$ cat src/rtl/fpt_pkg.sv
// Summary of operation
// - continuous pixel clock drives every pixel
// - three 6-bit colour buses, msb highest
// - line sync sets line rate, retrace
// - frame sync sets refresh, vertical retrace
// - display active only in visible pixels
// - pixel valid marks cycles with data
// - host controls backlight lamp switch output
// - line = visible + front + sync + back
// - frame = visible + front + sync + back
// - horizontal settings count eight pixel clocks
// - vertical settings count whole lines unscaled
// - supports 640x480, 800x600, 1024x768 at 8/16bpp
// - resolution selects size, defaults to 640x480
// - pixel clock programmable in whole megahertz
// - panel type defaults disabled; custom enables
// - panel timing also governs monitor sync
package fpt_pkg;

	//----------------------------------------------------------------
	// system clock
	//----------------------------------------------------------------
	localparam int SYS_CLK_PERIOD_NS = 20;
	localparam int SYS_CLK_MHZ       = 1000 / SYS_CLK_PERIOD_NS;

	//----------------------------------------------------------------
	// register offsets (byte addresses)
	//----------------------------------------------------------------
	localparam int         ADR_W      = 8;
	localparam logic [7:0] REG_CTRL   = 8'h00;
	localparam logic [7:0] REG_DOTCLK = 8'h04;
	localparam logic [7:0] REG_LINE   = 8'h08;
	localparam logic [7:0] REG_FRAME  = 8'h0C;
	localparam logic [7:0] REG_STATUS = 8'h10;

	localparam logic [31:0] CTRL_RESET   = 32'h0000_0000;
	localparam logic [31:0] DOTCLK_RESET = 32'h0000_0000;
	localparam logic [31:0] LINE_RESET   = 32'h0000_0000;
	localparam logic [31:0] FRAME_RESET  = 32'h0000_0000;

	//----------------------------------------------------------------
	// control fields
	//----------------------------------------------------------------
	localparam int CTRL_TYPE_LSB  = 0;
	localparam int CTRL_RES_LSB   = 2;
	localparam int CTRL_LAMP      = 4;
	localparam int CTRL_LPOL      = 5;
	localparam int CTRL_FPOL      = 6;
	localparam int CTRL_DEEP      = 7;
	localparam int CTRL_MON       = 8;

	localparam logic [1:0] TYPE_DISABLED = 2'h0;
	localparam logic [1:0] TYPE_CUSTOM   = 2'h1;

	localparam logic [1:0] RES_640  = 2'h0;
	localparam logic [1:0] RES_800  = 2'h1;
	localparam logic [1:0] RES_1024 = 2'h2;

	//----------------------------------------------------------------
	// timing fields and sizes
	//----------------------------------------------------------------
	localparam int FRONT_LSB = 0;
	localparam int WIDTH_LSB = 8;
	localparam int BACK_LSB  = 16;
	localparam int SET_W     = 8;
	localparam int H_SHIFT   = 3;
	localparam int HCNT_W    = 13;
	localparam int VCNT_W    = 11;

	localparam logic [HCNT_W-1:0] W640  = 13'h0280;
	localparam logic [HCNT_W-1:0] W800  = 13'h0320;
	localparam logic [HCNT_W-1:0] W1024 = 13'h0400;
	localparam logic [VCNT_W-1:0] H480  = 11'h1E0;
	localparam logic [VCNT_W-1:0] H600  = 11'h258;
	localparam logic [VCNT_W-1:0] H768  = 11'h300;

	localparam int STAT_HCNT_LSB = 0;
	localparam int STAT_VCNT_LSB = 16;
	localparam int STAT_VVIS     = 28;

endpackage

$ cat src/rtl/fpt_flat_panel_timing.sv
// The placing of the registers and the Wishbone register port are this design's own decisions.
`timescale 1ns/1ps
module fpt_flat_panel_timing
#(
	parameter int CLK_MHZ = fpt_pkg::SYS_CLK_MHZ
)
(
	// clock and reset
	input  wire logic                     mclk,
	input  wire logic                     rst_n,
	// wishbone slave
	input  wire logic                     wb_cyc_i,
	input  wire logic                     wb_stb_i,
	input  wire logic                     wb_we_i,
	input  wire logic [fpt_pkg::ADR_W-1:0] wb_adr_i,
	input  wire logic [3:0]               wb_sel_i,
	input  wire logic [31:0]              wb_dat_i,
	output logic      [31:0]              wb_dat_o,
	output logic                          wb_ack_o,
	// pixel source
	input  wire logic [15:0]              pixData,
	output logic                          pixTake,
	// panel
	output logic                          dotClock,
	output logic                          lineSync,
	output logic                          frameSync,
	output logic                          displayActive,
	output logic                          pixelValid,
	output logic                          lampSwitch,
	output logic      [5:0]               red,
	output logic      [5:0]               green,
	output logic      [5:0]               blue,
	// analogue monitor sync
	output logic                          monLineSync,
	output logic                          monFrameSync
);
	import fpt_pkg::*;

	localparam logic [8:0] CLK_LIM = 9'(CLK_MHZ);

	//----------------------------------------------------------------
	// functions
	//----------------------------------------------------------------
	function automatic logic [31:0] mergeBytes(input logic [31:0] old,
		input logic [31:0] dat, input logic [3:0] sel);
		logic [31:0] res;
		res = old;
		for (int i = 0; i < 4; i++)
		begin
			if (sel[i])
				res[i*8 +: 8] = dat[i*8 +: 8];
		end
		return res;
	endfunction

	function automatic logic [HCNT_W-1:0] resWidth(input logic [1:0] res);
		case (res)
			RES_800:  return W800;
			RES_1024: return W1024;
			default:  return W640;
		endcase
	endfunction

	function automatic logic [VCNT_W-1:0] resHeight(input logic [1:0] res);
		case (res)
			RES_800:  return H600;
			RES_1024: return H768;
			default:  return H480;
		endcase
	endfunction

	function automatic logic [HCNT_W-1:0] hUnits(input logic [SET_W-1:0] s);
		return HCNT_W'({s, 3'b000});
	endfunction

	function automatic logic [VCNT_W-1:0] vUnits(input logic [SET_W-1:0] s);
		return VCNT_W'(s);
	endfunction

	// 16bpp is 5:6:5, 8bpp is 3:3:2; low bits replicate msbs
	function automatic logic [17:0] expandPix(input logic [15:0] p, input logic deep);
		if (deep)
			return {p[15:11], p[15], p[10:5], p[4:0], p[4]};
		return {p[7:5], p[7:5], p[4:2], p[4:2], p[1:0], p[1:0], p[1:0]};
	endfunction

	//----------------------------------------------------------------
	// registers
	//----------------------------------------------------------------
	logic [31:0]       ctrl_r;
	logic [31:0]       dotMhz_r;
	logic [31:0]       lineSet_r;
	logic [31:0]       frameSet_r;
	logic [31:0]       rdData;
	logic              busReq;
	logic [HCNT_W-1:0] hCount_r;
	logic [VCNT_W-1:0] vCount_r;
	logic              panelOn;

	assign busReq  = wb_cyc_i & wb_stb_i;
	assign panelOn = (ctrl_r[CTRL_TYPE_LSB +: 2] == TYPE_CUSTOM);

	always_comb
	begin
		rdData = 32'h0000_0000;
		case (wb_adr_i)
			REG_CTRL:   rdData = ctrl_r;
			REG_DOTCLK: rdData = dotMhz_r;
			REG_LINE:   rdData = lineSet_r;
			REG_FRAME:  rdData = frameSet_r;
			REG_STATUS:
			begin
				rdData[STAT_HCNT_LSB +: HCNT_W] = hCount_r;
				rdData[STAT_VCNT_LSB +: VCNT_W] = vCount_r;
				rdData[STAT_VVIS] = (vCount_r < resHeight(ctrl_r[CTRL_RES_LSB +: 2]));
			end
			default:    rdData = 32'h0000_0000;
		endcase
	end

	// one wait state: ack rises one edge after the request
	always_ff @(posedge mclk or negedge rst_n)
	begin
		if (!rst_n)
		begin
			wb_ack_o <= 1'b0;
			wb_dat_o <= 32'h0000_0000;
		end
		else
		begin
			wb_ack_o <= busReq & ~wb_ack_o;
			wb_dat_o <= rdData;
		end
	end

	// writes land at the edge where the master sees ack
	always_ff @(posedge mclk or negedge rst_n)
	begin
		if (!rst_n)
		begin
			ctrl_r     <= CTRL_RESET;
			dotMhz_r   <= DOTCLK_RESET;
			lineSet_r  <= LINE_RESET;
			frameSet_r <= FRAME_RESET;
		end
		else if (busReq && wb_ack_o && wb_we_i)
		begin
			case (wb_adr_i)
				REG_CTRL:   ctrl_r     <= mergeBytes(ctrl_r, wb_dat_i, wb_sel_i);
				REG_DOTCLK: dotMhz_r   <= mergeBytes(dotMhz_r, wb_dat_i, wb_sel_i);
				REG_LINE:   lineSet_r  <= mergeBytes(lineSet_r, wb_dat_i, wb_sel_i);
				REG_FRAME:  frameSet_r <= mergeBytes(frameSet_r, wb_dat_i, wb_sel_i);
				default:    ;
			endcase
		end
	end

	//----------------------------------------------------------------
	// pixel clock divider
	//----------------------------------------------------------------
	// phase accumulator toggles the clock; above half mclk it saturates
	logic [8:0] halfStep;
	logic [8:0] phaseSum;
	logic [8:0] phase_r;
	logic       dotClk_r;
	logic       wrap;
	logic       pixEn;

	always_comb
	begin
		halfStep = {dotMhz_r[7:0], 1'b0};
		if (halfStep > CLK_LIM)
			halfStep = CLK_LIM;
		phaseSum = phase_r + halfStep;
	end

	assign wrap  = panelOn && (phaseSum >= CLK_LIM) && (halfStep != 9'h000);
	assign pixEn = wrap & dotClk_r;  // falling edge: data settles before the rise

	always_ff @(posedge mclk or negedge rst_n)
	begin
		if (!rst_n)
		begin
			phase_r  <= 9'h000;
			dotClk_r <= 1'b0;
		end
		else if (!panelOn)
		begin
			phase_r  <= 9'h000;
			dotClk_r <= 1'b0;
		end
		else if (wrap)
		begin
			phase_r  <= phaseSum - CLK_LIM;
			dotClk_r <= ~dotClk_r;
		end
		else
			phase_r <= phaseSum;
	end

	assign dotClock = dotClk_r;

	//----------------------------------------------------------------
	// line and frame counters
	//----------------------------------------------------------------
	logic [HCNT_W-1:0] hVisW;
	logic [HCNT_W-1:0] hSyncOn;
	logic [HCNT_W-1:0] hSyncOff;
	logic [HCNT_W-1:0] hTotal;
	logic [VCNT_W-1:0] vVisH;
	logic [VCNT_W-1:0] vSyncOn;
	logic [VCNT_W-1:0] vSyncOff;
	logic [VCNT_W-1:0] vTotal;
	logic              hVis;
	logic              vVis;
	logic              hSyn;
	logic              vSyn;

	always_comb
	begin
		hVisW    = resWidth(ctrl_r[CTRL_RES_LSB +: 2]);
		vVisH    = resHeight(ctrl_r[CTRL_RES_LSB +: 2]);
		hSyncOn  = hVisW + hUnits(lineSet_r[FRONT_LSB +: SET_W]);
		hSyncOff = hSyncOn + hUnits(lineSet_r[WIDTH_LSB +: SET_W]);
		hTotal   = hSyncOff + hUnits(lineSet_r[BACK_LSB +: SET_W]);
		vSyncOn  = vVisH + vUnits(frameSet_r[FRONT_LSB +: SET_W]);
		vSyncOff = vSyncOn + vUnits(frameSet_r[WIDTH_LSB +: SET_W]);
		vTotal   = vSyncOff + vUnits(frameSet_r[BACK_LSB +: SET_W]);
		hVis     = hCount_r < hVisW;
		vVis     = vCount_r < vVisH;
		hSyn     = (hCount_r >= hSyncOn) && (hCount_r < hSyncOff);
		vSyn     = (vCount_r >= vSyncOn) && (vCount_r < vSyncOff);
	end

	// >= wrap keeps counters sane when settings shrink mid-frame
	always_ff @(posedge mclk or negedge rst_n)
	begin
		if (!rst_n)
		begin
			hCount_r <= '0;
			vCount_r <= '0;
		end
		else if (!panelOn)
		begin
			hCount_r <= '0;
			vCount_r <= '0;
		end
		else if (pixEn)
		begin
			if (hCount_r >= hTotal - 13'h0001)
			begin
				hCount_r <= '0;
				if (vCount_r >= vTotal - 11'h001)
					vCount_r <= '0;
				else
					vCount_r <= vCount_r + 11'h001;
			end
			else
				hCount_r <= hCount_r + 13'h0001;
		end
	end

	//----------------------------------------------------------------
	// panel outputs
	//----------------------------------------------------------------
	logic [17:0] pixRgb;
	logic        linePol;
	logic        framePol;

	assign pixRgb   = expandPix(pixData, ctrl_r[CTRL_DEEP]);
	assign linePol  = ctrl_r[CTRL_LPOL];
	assign framePol = ctrl_r[CTRL_FPOL];
	assign pixTake  = pixEn & hVis & vVis;

	always_ff @(posedge mclk or negedge rst_n)
	begin
		if (!rst_n)
		begin
			lineSync      <= 1'b1;
			frameSync     <= 1'b1;
			displayActive <= 1'b0;
			pixelValid    <= 1'b0;
			red           <= 6'h00;
			green         <= 6'h00;
			blue          <= 6'h00;
			monLineSync   <= 1'b1;
			monFrameSync  <= 1'b1;
		end
		else if (!panelOn)
		begin
			lineSync      <= ~linePol;
			frameSync     <= ~framePol;
			displayActive <= 1'b0;
			pixelValid    <= 1'b0;
			red           <= 6'h00;
			green         <= 6'h00;
			blue          <= 6'h00;
			monLineSync   <= ~linePol;
			monFrameSync  <= ~framePol;
		end
		else if (pixEn)
		begin
			lineSync      <= hSyn ~^ linePol;
			frameSync     <= vSyn ~^ framePol;
			displayActive <= hVis & vVis;
			pixelValid    <= hVis & vVis;
			red           <= (hVis & vVis) ? pixRgb[17:12] : 6'h00;
			green         <= (hVis & vVis) ? pixRgb[11:6] : 6'h00;
			blue          <= (hVis & vVis) ? pixRgb[5:0] : 6'h00;
			monLineSync   <= ctrl_r[CTRL_MON] ? (hSyn ~^ linePol) : ~linePol;
			monFrameSync  <= ctrl_r[CTRL_MON] ? (vSyn ~^ framePol) : ~framePol;
		end
	end

	assign lampSwitch = ctrl_r[CTRL_LAMP];

endmodule

$ cat config.mk
export PLATFORM = sky130hd
export DESIGN_NAME = fpt_flat_panel_timing
export DESIGN_NICKNAME = d
export VERILOG_FILES = /design/src/rtl/fpt_pkg.sv /design/src/rtl/fpt_flat_panel_timing.sv
export SDC_FILE = /design/constraint.sdc
export NUM_CORES = 1
export LEC_CHECK = 0
export BUFFER_PORTS_ARGS = -buffer_cell sky130_fd_sc_hd__buf_2
export CAP_MARGIN = 0
export CELL_PAD_IN_SITES_DETAIL_PLACEMENT = 1
export CELL_PAD_IN_SITES_GLOBAL_PLACEMENT = 2
export CORE_MARGIN = 2
export CORE_UTILIZATION = 42
export CTS_CLUSTER_DIAMETER = 60
export DETAILED_ROUTE_END_ITERATION = 8
export GPL_TIMING_DRIVEN = 1
export PLACE_DENSITY = 0.84
export REMOVE_ABC_BUFFERS = 1
export SYNTH_ARGS = -nofsm -noshare
export SYNTH_HDL_FRONTEND = slang
export SYNTH_SLANG_ARGS = --single-unit
$ cat constraint.sdc
create_clock -name mclk -period 9.58 [get_ports mclk]
set_input_delay 0.958 -clock mclk [delete_from_list [all_inputs] [get_ports mclk]]
set_output_delay 0.958 -clock mclk [all_outputs]
set_load 0.02 [all_outputs]
==> results.md <==
- Syn-to-layout area delta: 14.6%
- First drt pass iteration count: 6
- Floorplan row count: 65
- Sort of element at the start of the critical path: flop
- Count of nets after finishing: around 1.6k
- Share of flip-flops with an asynchronous set or reset: 1.00
- # hold bufs at CTS: 0
- Chain of cells forming the critical path: inv_1 > ha_1 > ha_1 > ha_1 > maj3_1 > a22oi_1 > xnor2_1 > ha_1 > a21oi_1 > xor2_1 > ha_1 > inv_1 > ha_1 > inv_1 > o21bai_1 > a21oi_1 > xnor2_1 > ha_1 > nand2_1 > a31o_2 > nand3_1 > o21ai_1 > or2_2 > o31ai_1
- Routed vias: 10.5k
- Primary FF master, synth: sky130_fd_sc_hd__dfrtp_1
- DR iter-0 viols: between 500 and 600
- Post-route clock skew: 0.0118 ns
- Worst reg-to-reg setup slack: 3.33 ns
- Leakage power total: 0.00814 uW
- Most common cell in the netlist: sky130_fd_sc_hd__dfrtp_1
- Count of cells resized by post-cts repair: 0
- Final WL: approximately 39 mm
- Crit path required time: 10.03 ns
- Worst Hold Class: primary input to asynchronous set/reset pin
- Cell types occupying the most area after synthesis: sky130_fd_sc_hd__dfrtp_1, sky130_fd_sc_hd__ha_1, sky130_fd_sc_hd__mux2_2
- Post-synth design cell area: 13500 sq um
- Gp weighted congestion: 0.829
- Synth unique cells: 65
- Average footprint of a synthesized cell: roughly 10 sq um
- Die Wd: between 150 and 200 um
- Clock sink total: 217
- Die area: between 30000 and 40000 sq um
- Vias in the first global route: 11.1k
- Post-CTS setup buffer count: 0
- Crit share post-route: 0.653
- Final count of negative-setup-slack endpoints: 0
- # DRC: 0
- Number of enable-type register cells in the synthesized netlist: 0
- Portion of synthesized cell area occupied by the leading cell type: 0.394
- Overall power of the completed layout: about 2100 uW
- Post-DR wirelength/cell: 20.8 um
- Number of hold violations in the final report: 0
- Worst path buffer plus inverter count: 3
- Number of port buffers: 124
- Data arrival at the endpoint of the critical path: around 6.7 ns
- Cell repeated most along the worst path: sky130_fd_sc_hd__ha_1
- All-layer global routing usage: 0.235
- GRT Residual Overflow: 0
- Clk root buf: sky130_fd_sc_hd__clkbuf_16
- Wire length of the first global-routing pass: 62.0 mm
- Maximum clock frequency: 160 MHz
- Setup CP Type: flop to flop
- CP top delay family: adder cells
- Critical path endpoint category: flop
- Cell type of the slowest stage on the worst timing path: sky130_fd_sc_hd__or2_2
- Cell area power density: 133 nW/um^2
- Starting Density: 0.428
- Remaining antenna violation count: 0
- Clock tree from TritonCTS: done
- Y dimension of the die: 184 um
- Source-to-sink clock delay at the later pin of the worst-skew pair: 0.55 ns
- Number of antenna violations at the first check in global routing: 2
- Clock Path Buffers: 3
- Boundary pin count: 125
- DP HPWL: 28.2 mm
- Final setup TNS: 0 ns
- Time the worst path needs with I/O delays and setup: 6.25 ns
- Worst path max stage delay: roughly 0.54 ns
- CTS clk-pin slew, worst paths: 0.05 ns
- Post-synthesis sequential element count: ~220
- Gate Count Post-Synth: approximately 1.3k
- Core Area: 31600 sq um
- Largest net degree at the start of global routing: 89
- Number of clock buffers inserted by TritonCTS: 28
- VDD IR max: 105 uV
- Largest area contributor in the synthesized netlist: sky130_fd_sc_hd__dfrtp_1
- Antenna fix cells: 0
- Proportion of layout cells with a drive suffix above 1: 0.228
- Actual slew at the worst max-slew pin: ~1.1 ns
- Synth cell count leaders: sky130_fd_sc_hd__dfrtp_1, sky130_fd_sc_hd__ha_1, sky130_fd_sc_hd__mux2_2
- Largest fanout of any net on the critical path: 14
- Yosys synthesis warning count: 0
- Sequential share of the synthesized area: 0.401
- Final Slew Violations: 0
- Number of levels in the clock H-tree: 1
- Worst-case headroom to the max-slew limit: 0.264
- Max-capacitance violation count: 0
- Setup repair after global routing missed its margin: false
- Detailed-route vias per instance: 5.64
- Status: finished, final reports clean
==> report_power, final <==
part | internal [uW] | total, uW | switching (uW)
sequential | 919 | 920 | 1.35
combinational | 26.6 | 82.3 | 55.7
clock | 661 | 1060 | 402
==> worst register-to-register path: cells and delay by family, from the launching register on <==
family	cells	cell delay [ns]
compound gates	7	1.69
flops	1	0.40
xor+xnor	3	0.52
fa+ha+maj	8	2.26
buf+inv	3	0.25
simple gates	3	1.03
==> worst paths after layout <==
check / from / to / cells after the start
min in group mclk: wb_ack_o / wb_ack_o / 1
worst max-delay path: ctrl_r[3] / vCount_r[10] / 24
worst min register to register: wb_ack_o / wb_ack_o / 1
max in group asynchronous: rst_n / frameSet_r[26] / 3
worst max register to register: ctrl_r[3] / vCount_r[10] / 24
worst min-delay path: rst_n / red[1] / 1
==> cells in the final DEF, fill, tap and decap left out, types with 4 or more instances in the layout <==
cell type / n
sky130_fd_sc_hd__nand4_1: 4
sky130_fd_sc_hd__o21a_1: 7
sky130_fd_sc_hd__o21bai_1: 17
sky130_fd_sc_hd__a31oi_1: 5
sky130_fd_sc_hd__clkinv_2: 4
sky130_fd_sc_hd__and3_1: 20
sky130_fd_sc_hd__nand2_1: 79
sky130_fd_sc_hd__nor2_1: 57
sky130_fd_sc_hd__dfrtp_1: 213
sky130_fd_sc_hd__nand2b_1: 18
sky130_fd_sc_hd__or4_1: 7
sky130_fd_sc_hd__clkbuf_16: 29
sky130_fd_sc_hd__a211oi_1: 8
sky130_fd_sc_hd__o211ai_1: 7
sky130_fd_sc_hd__xor2_1: 22
sky130_fd_sc_hd__a222oi_1: 24
sky130_fd_sc_hd__clkbuf_1: 5
sky130_fd_sc_hd__clkbuf_8: 4
sky130_fd_sc_hd__xnor2_1: 42
sky130_fd_sc_hd__buf_4: 11
sky130_fd_sc_hd__buf_2: 123
sky130_fd_sc_hd__and2_1: 9
sky130_fd_sc_hd__mux2_2: 127
sky130_fd_sc_hd__nor3_1: 6
sky130_fd_sc_hd__a21o_1: 23
sky130_fd_sc_hd__ha_1: 133
sky130_fd_sc_hd__mux4_2: 8
sky130_fd_sc_hd__dfstp_2: 4
sky130_fd_sc_hd__nand3_1: 27
sky130_fd_sc_hd__a21oi_1: 68
sky130_fd_sc_hd__nor2b_1: 21
sky130_fd_sc_hd__o31ai_1: 13
sky130_fd_sc_hd__inv_1: 122
sky130_fd_sc_hd__mux2i_1: 27
sky130_fd_sc_hd__o21ai_0: 99
sky130_fd_sc_hd__fa_1: 5
==> per-stage QoR <==
step           std cells  area (sq um)  worst slack [ns]  hold WS [ns]   util
5_1_grt             1855         15500              2.76         0.465  0.491
2_1_floorplan       1270         13400              4.26         0.445      -
3_3_place_gp        1807         14600              3.46         0.435  0.461
6_report            1855         15500              3.33         0.404  0.491
4_1_cts             1855         15500              3.32         0.443  0.491
3_5_place_dp        1807         14600              3.34         0.446  0.461
==> area by class of cell <==
class,instances,area [sq um]
tap,402,503
timing repair buffer,135,713
fill,3522,16100
clock inverter,10,138
inverter,122,458
clock buffer,38,800
multi-input combinational,931,7470
sequential,217,5440
==> cells by family after synthesis <==
group	share of synthesized area
AOI/OAI and AO/OA	0.140
and+or+nand+nor	0.0958
DFF	0.401
buffers and inverters	0.0479
muxes	0.139
adders and majority gates	0.134
xor gates and xnor gates	0.0414
other	0.000277
==> sequential cells by signal, summed over array words and instances, names as in the netlist <==
register and flops:
ctrl_r 32, frameSet_r 32, green 6, pixelValid 1
dotMhz_r 32, lineSet_r 32, phase_r 8, wb_ack_o 1
monFrameSync 1, frameSync 1, blue 6, wb_dat_o 32
vCount_r 11, dotClock 1, lineSync 1, monLineSync 1
red 6, hCount_r 13
==> layer usage <==
metal	share of wire	vias up	global-route usage
met3	0.044	44	0.0299
met1	0.45	5282	0.313
met4	0.019	4	0.0518
met5	0.00072	-	0
met2	0.48	210	0.409
li1	-	4915	-
Note: power is estimated with default switching activity, not from simulation.
